**src/rtl/tci_map.vh**
```
// Purpose: Register map, field positions and codes of the timer interrupt block
// Assumes: 32-bit AXI4-Lite data, one register per aligned word
// Notes:   Definitions only
`ifndef TCI_MAP_VH
`define TCI_MAP_VH

// Register byte offsets
`define TCI_OFF_MASK      8'h00
`define TCI_OFF_FLAGS     8'h04
`define TCI_OFF_CLEAR     8'h08
`define TCI_OFF_CTRL      8'h0c
`define TCI_OFF_CAPT      8'h10

// Field positions
`define TCI_BIT_CAP       5
`define TCI_BIT_OVF       0
`define TCI_BIT_NOISE     7
`define TCI_BIT_EDGE      6
`define TCI_BIT_WGM       4

// Implemented bits per register
`define TCI_IRQ_BITS      8'h21
`define TCI_CTRL_BITS     8'hd0

// Reset values
`define TCI_RST_BYTE      8'h00
`define TCI_RST_WORD      16'h0000
`define TCI_RST_DATA      32'h0000_0000

// Bus answers
`define TCI_RESP_OKAY     2'h0
`define TCI_RESP_SLVERR   2'h2

// Noise filter sample count
`define TCI_FILT_LEN      4

`endif

```
**src/rtl/tci_capture_edge.v**
```verilog
// Purpose: Capture pin qualifier with optional noise filter and edge select
// Assumes: Pin already synchronous to clk_i
// Notes:   Event output is a one-cycle registered pulse
`timescale 1ns/10ps
`include "tci_map.vh"

module tci_capture_edge #(
	parameter FILT_LEN = `TCI_FILT_LEN
) (
	// Clock and reset
	input  wire clk_i,
	input  wire rst_i,
	// Pin and settings
	input  wire pin_i,
	input  wire filter_en_i,
	input  wire rising_i,
	input  wire enable_i,
	// Qualified event
	output reg  event_o
);

	reg  [FILT_LEN-1:0] hist_q;
	reg                 filt_q;
	reg                 prev_q;
	wire                level;
	wire                all_one;
	wire                all_zero;

	assign all_one  = &hist_q;
	assign all_zero = ~|hist_q;
	// Filter adds FILT_LEN cycles of delay, traded for glitch immunity
	assign level    = filter_en_i ? filt_q : hist_q[0];

	always @(posedge clk_i) begin
		if (rst_i) begin
			hist_q  <= {FILT_LEN{1'b0}};
			filt_q  <= 1'b0;
			prev_q  <= 1'b0;
			event_o <= 1'b0;
		end else begin
			hist_q <= {hist_q[FILT_LEN-2:0], pin_i};
			if (all_one)
				filt_q <= 1'b1;
			else if (all_zero)
				filt_q <= 1'b0;
			prev_q <= level;
			// Disabled input gives no event at all
			event_o <= enable_i & (rising_i ? (level & ~prev_q) : (~level & prev_q));
		end
	end

endmodule

```
**src/rtl/tci_timer_irq.v**
```verilog
// Purpose: Capture and overflow flags, masks and interrupt requests of a 16-bit timer
// Assumes: Counter datapath outside gives its value and a timer tick enable
// Notes:   Registers reached over AXI4-Lite, one write and one read at a time
//
// Register access over AXI4-Lite and the register addresses were decided locally.
`timescale 1ns/10ps
`include "tci_map.vh"

// Contract
// - Capture request only with capture enable bit 5, global enable and capture flag.
// - Overflow request only with overflow enable bit 0, global enable and overflow flag.
// - Bits 7 and 6 of mask and flag registers read zero.
// - Capture flag bit 5 sets on a qualified capture pin event.
// - In capture-as-TOP mode the capture flag sets when the counter reaches TOP.
// - Capture flag clears when the capture vector executes.
// - Writing one to the capture flag bit clears it; software must write one.
// - Overflow flag bit 0 clears when the overflow vector executes.
// - Writing one to the overflow flag bit clears it.
// - Overflow flag sets in the tick where the counter wraps from max to zero.
// - In capture-as-TOP mode the capture pin is disconnected.
module tci_timer_irq #(
	parameter ADDR_W = 8,
	parameter CNT_W  = 16
) (
	// Clock and reset
	input  wire              clk_i,
	input  wire              rst_i,
	// AXI4-Lite write address
	input  wire [ADDR_W-1:0] s_axi_awaddr,
	input  wire              s_axi_awvalid,
	output wire              s_axi_awready,
	// AXI4-Lite write data
	input  wire [31:0]       s_axi_wdata,
	input  wire [3:0]        s_axi_wstrb,
	input  wire              s_axi_wvalid,
	output wire              s_axi_wready,
	// AXI4-Lite write response
	output reg  [1:0]        s_axi_bresp,
	output reg               s_axi_bvalid,
	input  wire              s_axi_bready,
	// AXI4-Lite read address
	input  wire [ADDR_W-1:0] s_axi_araddr,
	input  wire              s_axi_arvalid,
	output wire              s_axi_arready,
	// AXI4-Lite read data
	output reg  [31:0]       s_axi_rdata,
	output reg  [1:0]        s_axi_rresp,
	output reg               s_axi_rvalid,
	input  wire              s_axi_rready,
	// Counter datapath
	input  wire [CNT_W-1:0]  counter_value_i,
	input  wire              timer_tick_i,
	input  wire              capture_pin_i,
	// Processor interrupt logic
	input  wire              global_irq_enable_i,
	input  wire              capture_vector_ack_i,
	input  wire              overflow_vector_ack_i,
	output wire              capture_irq_o,
	output wire              overflow_irq_o,
	output wire              irq_o,
	// Datapath control
	output wire              waveform_mode_bit_o,
	output wire [CNT_W-1:0]  capture_register_o
);

	// Write channel holding registers
	reg              aw_hold_q;
	reg [ADDR_W-1:0] awaddr_q;
	reg              w_hold_q;
	reg [31:0]       wdata_q;
	reg [3:0]        wstrb_q;

	// Block state
	reg [7:0]        timer_irq_mask_q;
	reg              capture_flag_q;
	reg              overflow_flag_q;
	reg [7:0]        ctrl_q;
	reg [CNT_W-1:0]  capture_register_q;

	// Next values and decodes
	reg              capture_flag_d;
	reg              overflow_flag_d;
	reg [31:0]       rd_data;
	reg [1:0]        rd_resp;
	reg [1:0]        wr_resp;
	wire             do_write;
	wire             do_read;
	wire             wr_mask;
	wire             wr_flags;
	wire             wr_clear;
	wire             wr_ctrl;
	wire             wr_capt;
	wire [7:0]       clr_bits;
	wire [7:0]       timer_irq_flags;
	wire             capture_irq_enable;
	wire             overflow_irq_enable;
	wire             ctc_mode;
	wire             pin_event;
	wire             top_hit;
	wire             wrap_hit;
	wire             cap_set;
	wire             cap_clr;
	wire             ovf_set;
	wire             ovf_clr;

	// Bus handshakes
	assign s_axi_awready = ~aw_hold_q;
	assign s_axi_wready  = ~w_hold_q;
	assign s_axi_arready = ~s_axi_rvalid;
	// Write only once both halves are held and the last answer is gone
	assign do_write      = aw_hold_q & w_hold_q & ~s_axi_bvalid;
	assign do_read       = s_axi_arvalid & ~s_axi_rvalid;

	// Register selects, byte lane 0 carries every 8-bit register
	assign wr_mask  = do_write & (awaddr_q == `TCI_OFF_MASK) & wstrb_q[0];
	assign wr_flags = do_write & (awaddr_q == `TCI_OFF_FLAGS) & wstrb_q[0];
	assign wr_clear = do_write & (awaddr_q == `TCI_OFF_CLEAR) & wstrb_q[0];
	assign wr_ctrl  = do_write & (awaddr_q == `TCI_OFF_CTRL) & wstrb_q[0];
	assign wr_capt  = do_write & (awaddr_q == `TCI_OFF_CAPT);

	// Ones clear, zeros leave the flag alone
	assign clr_bits = (wr_flags | wr_clear) ? wdata_q[7:0] : `TCI_RST_BYTE;

	// Mode and enable fields
	assign capture_irq_enable  = timer_irq_mask_q[`TCI_BIT_CAP];
	assign overflow_irq_enable = timer_irq_mask_q[`TCI_BIT_OVF];
	assign ctc_mode            = ctrl_q[`TCI_BIT_WGM];
	assign waveform_mode_bit_o = ctc_mode;
	assign capture_register_o  = capture_register_q;

	// Flag register view, unused positions are zero
	assign timer_irq_flags = {2'b00, capture_flag_q, 4'b0000, overflow_flag_q};

	// Pin qualifier, disconnected while the capture register is TOP
	tci_capture_edge #(
		.FILT_LEN (`TCI_FILT_LEN)
	) u_capture_edge (
		.clk_i       (clk_i),
		.rst_i       (rst_i),
		.pin_i       (capture_pin_i),
		.filter_en_i (ctrl_q[`TCI_BIT_NOISE]),
		.rising_i    (ctrl_q[`TCI_BIT_EDGE]),
		.enable_i    (~ctc_mode),
		.event_o     (pin_event)
	);

	// Counter events, qualified by the timer tick
	assign top_hit  = timer_tick_i & (counter_value_i == capture_register_q);
	assign wrap_hit = timer_tick_i & (counter_value_i == {CNT_W{1'b1}});

	// Capture flag source depends on mode
	assign cap_set = ctc_mode ? top_hit : pin_event;
	assign cap_clr = capture_vector_ack_i | clr_bits[`TCI_BIT_CAP];
	assign ovf_set = wrap_hit;
	assign ovf_clr = overflow_vector_ack_i | clr_bits[`TCI_BIT_OVF];

	// Set beats clear so a same-cycle event is never lost
	always @* begin
		capture_flag_d = capture_flag_q;
		if (cap_set)
			capture_flag_d = 1'b1;
		else if (cap_clr)
			capture_flag_d = 1'b0;
		overflow_flag_d = overflow_flag_q;
		if (ovf_set)
			overflow_flag_d = 1'b1;
		else if (ovf_clr)
			overflow_flag_d = 1'b0;
	end

	// Interrupt requests
	assign capture_irq_o  = global_irq_enable_i & capture_irq_enable & capture_flag_q;
	assign overflow_irq_o = global_irq_enable_i & overflow_irq_enable & overflow_flag_q;
	assign irq_o          = capture_irq_o | overflow_irq_o;

	// Write answer, unmapped offsets get a slave error
	always @* begin
		case (awaddr_q)
			`TCI_OFF_MASK:  wr_resp = `TCI_RESP_OKAY;
			`TCI_OFF_FLAGS: wr_resp = `TCI_RESP_OKAY;
			`TCI_OFF_CLEAR: wr_resp = `TCI_RESP_OKAY;
			`TCI_OFF_CTRL:  wr_resp = `TCI_RESP_OKAY;
			`TCI_OFF_CAPT:  wr_resp = `TCI_RESP_OKAY;
			default:        wr_resp = `TCI_RESP_SLVERR;
		endcase
	end

	// Read mux, clear register reads as zero
	always @* begin
		rd_data = `TCI_RST_DATA;
		rd_resp = `TCI_RESP_OKAY;
		case (s_axi_araddr)
			`TCI_OFF_MASK: begin
				rd_data[7:0] = timer_irq_mask_q & `TCI_IRQ_BITS;
			end
			`TCI_OFF_FLAGS: begin
				rd_data[7:0] = timer_irq_flags;
			end
			`TCI_OFF_CLEAR: begin
				rd_data = `TCI_RST_DATA;
			end
			`TCI_OFF_CTRL: begin
				rd_data[7:0] = ctrl_q;
			end
			`TCI_OFF_CAPT: begin
				rd_data[CNT_W-1:0] = capture_register_q;
			end
			default: begin
				rd_resp = `TCI_RESP_SLVERR;
			end
		endcase
	end

	// Write address and data capture, in either order
	always @(posedge clk_i) begin
		if (rst_i) begin
			aw_hold_q <= 1'b0;
			awaddr_q  <= {ADDR_W{1'b0}};
			w_hold_q  <= 1'b0;
			wdata_q   <= `TCI_RST_DATA;
			wstrb_q   <= 4'h0;
		end else begin
			if (s_axi_awvalid & ~aw_hold_q) begin
				aw_hold_q <= 1'b1;
				awaddr_q  <= s_axi_awaddr;
			end else if (do_write) begin
				aw_hold_q <= 1'b0;
			end
			if (s_axi_wvalid & ~w_hold_q) begin
				w_hold_q <= 1'b1;
				wdata_q  <= s_axi_wdata;
				wstrb_q  <= s_axi_wstrb;
			end else if (do_write) begin
				w_hold_q <= 1'b0;
			end
		end
	end

	// Write response
	always @(posedge clk_i) begin
		if (rst_i) begin
			s_axi_bvalid <= 1'b0;
			s_axi_bresp  <= `TCI_RESP_OKAY;
		end else begin
			if (do_write) begin
				s_axi_bvalid <= 1'b1;
				s_axi_bresp  <= wr_resp;
			end else if (s_axi_bready) begin
				s_axi_bvalid <= 1'b0;
			end
		end
	end

	// Read response, one cycle after the address is taken
	always @(posedge clk_i) begin
		if (rst_i) begin
			s_axi_rvalid <= 1'b0;
			s_axi_rdata  <= `TCI_RST_DATA;
			s_axi_rresp  <= `TCI_RESP_OKAY;
		end else begin
			if (do_read) begin
				s_axi_rvalid <= 1'b1;
				s_axi_rdata  <= rd_data;
				s_axi_rresp  <= rd_resp;
			end else if (s_axi_rready) begin
				s_axi_rvalid <= 1'b0;
			end
		end
	end

	// Mask and control registers
	always @(posedge clk_i) begin
		if (rst_i) begin
			timer_irq_mask_q <= `TCI_RST_BYTE;
			ctrl_q           <= `TCI_RST_BYTE;
		end else begin
			if (wr_mask)
				timer_irq_mask_q <= wdata_q[7:0] & `TCI_IRQ_BITS;
			if (wr_ctrl)
				ctrl_q <= wdata_q[7:0] & `TCI_CTRL_BITS;
		end
	end

	// Flags
	always @(posedge clk_i) begin
		if (rst_i) begin
			capture_flag_q  <= 1'b0;
			overflow_flag_q <= 1'b0;
		end else begin
			capture_flag_q  <= capture_flag_d;
			overflow_flag_q <= overflow_flag_d;
		end
	end

	// Capture register: pin capture wins over a software write in the same cycle
	always @(posedge clk_i) begin
		if (rst_i) begin
			capture_register_q <= `TCI_RST_WORD;
		end else if (pin_event) begin
			capture_register_q <= counter_value_i;
		end else if (wr_capt) begin
			if (wstrb_q[0])
				capture_register_q[7:0] <= wdata_q[7:0];
			if (wstrb_q[1])
				capture_register_q[CNT_W-1:8] <= wdata_q[CNT_W-1:8];
		end
	end

endmodule

```
**config.mk**
```make
export PLATFORM = sky130hd
export DESIGN_NAME = tci_timer_irq
export DESIGN_NICKNAME = d
export VERILOG_FILES = /design/src/rtl/tci_capture_edge.v /design/src/rtl/tci_timer_irq.v
export VERILOG_INCLUDE_DIRS = /design/src /design/src/rtl
export SDC_FILE = /design/constraint.sdc
export NUM_CORES = 1
export LEC_CHECK = 0
export ABC_AREA = 1
export BUFFER_PORTS_ARGS = -buffer_cell sky130_fd_sc_hd__buf_4
export CAP_MARGIN = 20
export CORE_MARGIN = 3
export CORE_UTILIZATION = 49
export CTS_CLUSTER_DIAMETER = 150
export DETAILED_ROUTE_END_ITERATION = 6
export HOLD_SLACK_MARGIN = 0.05
export PLACE_DENSITY_LB_ADDON = 0.25
export RECOVER_POWER = 50
export SYNTH_ARGS = -nofsm -noshare
export SYNTH_HDL_FRONTEND = slang
export SYNTH_SLANG_ARGS = --single-unit
```
**constraint.sdc**
```tcl
create_clock -name clk_i -period 1.8 [get_ports clk_i]
set_clock_uncertainty 0.1 [all_clocks]
set_input_delay 0 -clock clk_i [delete_from_list [all_inputs] [get_ports clk_i]]
set_output_delay 0 -clock clk_i [all_outputs]
set_load 0.005 [all_outputs]
```
Word level (Yosys, flattened, before mapping)
Cells that the tools add are included.
{ "word_totals": {"regBits": 80, "wordCells": 107, "input_bits": 80} }
{ "classes": {"n_mux": 25, "reduce_logical": 17, "n_bitwise": 34, "n_eq_ne": 11} }
{ "ops": {"columns": ["op", "count"], "rows": [
  ["8-bit by 4-bit == test with 1-bit output, second input constant", 4],
  ["16-bit two-way mux", 2],
  ["8-bit case mux with 4 select lines", 1],
  ["8-bit two-way mux", 3],
  ["1-bit bitwise AND", 23],
  ["2-bit nonzero test", 9],
  ["16-bit == test", 1],
  ["16-bit == test, second input constant", 1],
  ["8-bit by 3-bit == test with 1-bit output, second input constant", 2],
  ["8-bit by 5-bit == test with 1-bit output, second input constant", 2],
  ["8-bit zero test", 2],
  ["1-bit two-way mux", 16],
  ["5-bit OR reduction", 2],
  ["1-bit NOT", 7],
  ["6-bit two-way mux", 1],
  ["2-bit two-way mux", 2],
  ["1-bit bitwise OR", 4],
  ["2-bit AND reduction", 2],
  ["4-bit AND reduction", 1],
  ["4-bit OR reduction", 1],
  ["2-bit by 1-bit != test with 1-bit output, second input constant", 1]
]} }

Longest topological paths before layout
{ "depth": {"ltp_word": 9, "depth_mapped": 9} }

By module
From an unflattened synthesis, not the netlist that was laid out.
{ "hier_totals": {"cells_unflattened": 555, "area_unflattened_um2": 3778.6} }
{ "by_module_without_submodules": {"columns": ["module", "n_inst", "area_per_inst_um2", "seq_area_each_um2", "cells_each"], "rows": [
  ["tci_timer_irq", 1, 3513.4, 1421.4, 517],
  ["tci_capture_edge", 1, 265.3, 140.1, 38]
]} }

Worst setup path before layout
OpenSTA, ideal clock, no wires.
{ "synth_timing": {"kind": "register to register", "from": "reg awaddr_q[2]", "to": "reg capture_register_q[7], in the netlist capture_register_o[7]", "arrival_ps": 1158, "path_stages_with_launch": 9, "synth_period_minus_slack_ps": 1374, "t_required_ps": 1584, "setup_slack_ps": 426, "setup_ps": 116, "path_cell_list": "dfxtp_1 -> nor2_2 -> inv_2 -> nor3_4 -> nand2_1 -> nand2_2 -> inv_1 -> nor2_1 -> nor2_1"} }
{ "synth_between": {"elab_chain_cells": 4} }
{ "synth_rtl": {"columns": ["element", "line_no", "rtl"], "rows": [
  ["start, declared", "tci_timer_irq.v:68", "reg [ADDR_W-1:0] awaddr_q;"],
  ["start signal, assigned", "tci_timer_irq.v:218", "awaddr_q <= {ADDR_W{1'b0}};"],
  ["start signal, assigned", "tci_timer_irq.v:225", "awaddr_q <= s_axi_awaddr;"],
  ["8-bit by 5-bit == test with 1-bit output", null, null],
  ["1-bit bitwise AND", "tci_timer_irq.v:119", "assign wr_capt = do_write & (awaddr_q == `TCI_OFF_CAPT);"],
  ["2-bit nonzero test (no source line)", null, null],
  ["2-bit AND reduction (no source line)", null, null],
  ["end signal, assigned", "tci_timer_irq.v:298", "capture_register_q <= `TCI_RST_WORD;"],
  ["end signal, assigned", "tci_timer_irq.v:300", "capture_register_q <= counter_value_i;"],
  ["end signal, assigned", "tci_timer_irq.v:303", "capture_register_q[7:0] <= wdata_q[7:0];"],
  ["end, declared", "tci_timer_irq.v:78", "reg [CNT_W-1:0] capture_register_q;"]
]} }
No other way between the ends.
A chain may end at the register's enable or synchronous reset.

Worst setup path in the final report
{ "layout_timing": {"from": "reg s_axi_rvalid", "to": "reg s_axi_rdata[7]"} }
{ "layout_between": {"elab_chain_cells": 2} }
{ "layout_rtl": {"columns": ["element", "line_no", "rtl"], "rows": [
  ["start, declared", "tci_timer_irq.v:48", "output reg s_axi_rvalid,"],
  ["start signal, assigned", "tci_timer_irq.v:257", "s_axi_rvalid <= 1'b0;"],
  ["start signal, assigned", "tci_timer_irq.v:262", "s_axi_rvalid <= 1'b1;"],
  ["start signal, assigned", "tci_timer_irq.v:266", "s_axi_rvalid <= 1'b0;"],
  ["1-bit NOT", "tci_timer_irq.v:112", "assign do_read = s_axi_arvalid & ~s_axi_rvalid;"],
  ["1-bit bitwise AND", "tci_timer_irq.v:112", null],
  ["end signal, assigned", "tci_timer_irq.v:258", "s_axi_rdata <= `TCI_RST_DATA;"],
  ["end signal, assigned", "tci_timer_irq.v:263", "s_axi_rdata <= rd_data;"],
  ["end, declared", "tci_timer_irq.v:46", "output reg [31:0] s_axi_rdata,"]
]} }
No other way between the ends.

==> metrics <==
cell type with the highest aggregate area in the netlist=sky130_fd_sc_hd__dfxtp_1; global-route wire length before repair=17000 µm; worst hold path cell count=7; standard-cell row count=31; relative max-transition margin=63.5%; wire length reported by the detailed router=10500 µm; setup TNS after final layout=0 ns; register-to-register setup slack=roughly 0.17 ns; MaxCap Viol Count=0; endpoint of the worst hold-timing path=s_axi_rdata[6]; number of synthesized register bits=78; net switching share of the total power=27.8%; fraction of final layout cells with drive strength greater than 1=18.7%; maximum number of buffers from clock root to sink=2; part of the total power dissipated in combinational logic=between 10% and 20%; initial antenna violation count=0; biggest area contributors in the synthesized netlist=sky130_fd_sc_hd__dfxtp_1 42%, sky130_fd_sc_hd__nand2_1 10%, sky130_fd_sc_hd__o21ai_0 9.7%, sky130_fd_sc_hd__nor2_1 8.6%, sky130_fd_sc_hd__a21oi_1 7.0%; cell area after technology mapping=0.00371 mm²; worst endpoint required time=1.99 ns; number of clock sinks=78; die height=93.0 µm; run status=complete, no violations; top-level I/O count=141; transition time at the pin with the least slew margin=roughly 0.55 ns; post-synthesis instance total=around 550; final weighted congestion of routability-driven global placement=0.916; maximum number of pins on one net before global-route repair=48; number of buffers created by CTS=9; worst reg2reg path endpoint=s_axi_rdata[7]; number of antenna-violating nets in the routed design=0; share of the yosys chip area belonging to registers=a little over two fifths; library cell with the highest instance count after synthesis=sky130_fd_sc_hd__nand2_1; type of the setup path with the least slack=reg2reg; Sequential Power Share=51.0%; cell internal power dissipation=2700 µW; Die Width=roughly 93 µm; worst-path fanout max=6; count of flip-flops with a built-in enable after synthesis=0; initial core utilization=50.9%; Crit Reg-Reg Startpoint=s_axi_rvalid; switching power of the nets=around 1000 µW; Layout Nets=793; Hold Slack=0.0658 ns; Min Clock Period, post-route=1.63 ns; drc violations=0; Fmax achieved=between 0.6 and 0.7 GHz; Starting DRT DRC Count=211; layout overhead on the synthesized area=41.9%; final hold violation count=0; CTS clock-pin slew for the worst setup and hold paths=0.08 ns; RSZ-0062 raised after global routing=true; Synth Warn #=0; standby leakage power=approximately 0.0025 µW; critical path arrival=1.82 ns; TritonCTS clock tree=yes; worst r2r path cells=6; placeable core region=0.00729 mm²; async set-or-reset flop fraction in the synthesized netlist=0%; GRT Resource Usage Total=24.6%; total of fill cells in the finished design=roughly 620; launch point of the worst hold path=s_axi_araddr[2]; vias in the first global route=around 3700; startpoint type of the worst setup path=flop; final-report max-slew violation count=0; portion of synthesized cell area occupied by the leading cell type=between 40% and 50%; Total Die Area=0.00865 mm²; iteration count of the initial detailed-routing pass=5; global route overflow=0; number of different library cells in the post-synthesis netlist=27; mean area per synthesized cell=6.72 µm²; average wire length per cell after detail routing=12.8 µm; class of the most critical hold timing path=in2reg; via/cell ratio=about 4.9; clock root buffer=sky130_fd_sc_hd__clkbuf_8; maximum vdd ir drop=422 µV; via count=3982; fraction of power consumed by the clock network=30.7%; Post-synth top flop=sky130_fd_sc_hd__dfxtp_1; kind of capture point of the worst setup path=flop; insertion delay of the later-clocked pin in the worst-skew pair=around 0.35 ns; antenna fix cells=0; final clock period utilization by the worst path=90.4%; H-tree depth reported by CTS=3; PortBufs=104; leading post-synthesis cells by instance count=100 x sky130_fd_sc_hd__nand2_1, 85 x sky130_fd_sc_hd__nor2_1, 78 x sky130_fd_sc_hd__dfxtp_1; Setup-failing EPs final=0; DP HPWL=7310 µm; PwrDens=709 mW/mm²
-- layout make-up --
class | count | area (µm²) | area share, %
multi-input combinational | 380 | 1710 | 32.5
sequential | 78 | 1560 | 29.7
timing repair buffer | 171 | 1430 | 27.1
inverter | 73 | 274 | 5.20
clock buffer | 11 | 141 | 2.69
tap | 99 | 124 | 2.35
clock inverter | 5 | 25.0 | 0.475
-- layout by cell type, fill, tap and decap left out, types with 3 or more instances in the layout --
cell type | synthesis | routed
sky130_fd_sc_hd__a21oi_1 | 52 | 52
sky130_fd_sc_hd__buf_4 | 19 | 66
sky130_fd_sc_hd__clkbuf_1 | 14 | 5
sky130_fd_sc_hd__clkbuf_4 | 0 | 40
sky130_fd_sc_hd__clkbuf_8 | 0 | 10
sky130_fd_sc_hd__clkinv_2 | 0 | 5
sky130_fd_sc_hd__conb_1 | 1 | 18
sky130_fd_sc_hd__dfxtp_1 | 78 | 78
sky130_fd_sc_hd__dlygate4sd3_1 | 0 | 59
sky130_fd_sc_hd__inv_1 | 69 | 68
sky130_fd_sc_hd__inv_2 | 2 | 3
sky130_fd_sc_hd__nand2_1 | 100 | 100
sky130_fd_sc_hd__nand3_1 | 26 | 26
sky130_fd_sc_hd__nand4_1 | 5 | 5
sky130_fd_sc_hd__nor2_1 | 85 | 85
sky130_fd_sc_hd__nor2_2 | 3 | 3
sky130_fd_sc_hd__nor3_1 | 6 | 6
sky130_fd_sc_hd__o21ai_0 | 72 | 72
-- layer usage --
| metal | vias up | GRT usage (%) | wire, µm |
|---|---|---|---|
| li1 | 2041 | - | - |
| met1 | 1780 | 32.0 | 4660 |
| met2 | 146 | 40.9 | 4980 |
| met3 | 15 | 4.42 | 663 |
| met4 | 0 | 8.79 | 177 |
| met5 | - | 0 | 0 |
-- cells by family after synthesis --
logic type	after synthesis	share of synthesized area, %
AND/OR/NAND/NOR	233	26.5
XOR/XNOR	2	0.472
AO/OA/AOI/OAI	127	17.3
buffers and inverters	111	13.5
other	1	0.101
flip-flops	78	42.1
-- through the flow --
step	setup WS [ns]	instances	cell area (µm²)	util, %	power (µW)
CTS	0.167	817	5280	72.4	3740
global placement	0.251	742	4530	62.1	2510
detailed placement	0.228	742	4530	62.1	2530
global route	-0.00298	817	5270	72.2	3900
finish	0.173	817	5270	72.2	3730
floorplan	0.426	569	3770	-	2260
-- worst max-delay path by stage --
| stage | to | startpoint | slack, ns |
|---|---|---|---|
| 2_1_floorplan | capture_register_o[7] | awaddr_q[2] | 0.43 |
| 6_report | s_axi_rdata[7] | s_axi_rvalid | 0.17 |
| 4_1_cts | wdata_q[2] | rst_i | 0.17 |
| 5_1_grt | capture_register_o[0] | awaddr_q[2] | -0.003 |
| 3_3_place_gp | capture_register_o[7] | awaddr_q[0] | 0.25 |
| 3_5_place_dp | capture_register_o[6] | awaddr_q[0] | 0.23 |
-- flip-flops by register name, summed over array words and instances (netlist names) --
signal	cells
s_axi_bresp	1
ctrl_q	3
u_capture_edge.hist_q	4
u_capture_edge.event_o	1
u_capture_edge.prev_q	1
capture_register_o	16
aw_hold_q	1
wstrb_q	2
s_axi_bvalid	1
wdata_q	16
overflow_flag_q	1
s_axi_rdata	16
s_axi_rvalid	1
u_capture_edge.filt_q	1
timer_irq_mask_q	2
w_hold_q	1
s_axi_rresp	1
capture_flag_q	1
awaddr_q	8
-- critical path, stage by stage (launching register included) --
cell and delay (ns):
sky130_fd_sc_hd__dfxtp_1 0.32, sky130_fd_sc_hd__inv_1 0.08, sky130_fd_sc_hd__nand2_1 0.16, sky130_fd_sc_hd__inv_2 0.14
sky130_fd_sc_hd__nand2_1 0.06, sky130_fd_sc_hd__a21oi_1 0.13, sky130_fd_sc_hd__dlygate4sd3_1 0.57
-- power by group through the flow --
stage	Clock [µW]	Sequential, µW	Combinational (µW)
2_1_floorplan	0	1920	339
3_3_place_gp	0	1940	570
3_5_place_dp	0	1940	584
4_1_cts	1150	1900	684
5_1_grt	1220	1920	766
6_report	1150	1900	681
-- repair_timing --
item,4_1_cts,5_1_grt
hold buffers,59,0
setup endpoints to repair,0,2
gates resized for setup,0,1
setup buffers,0,0
hold endpoints to repair,61,0
Note: power is estimated with default switching activity, not from simulation.
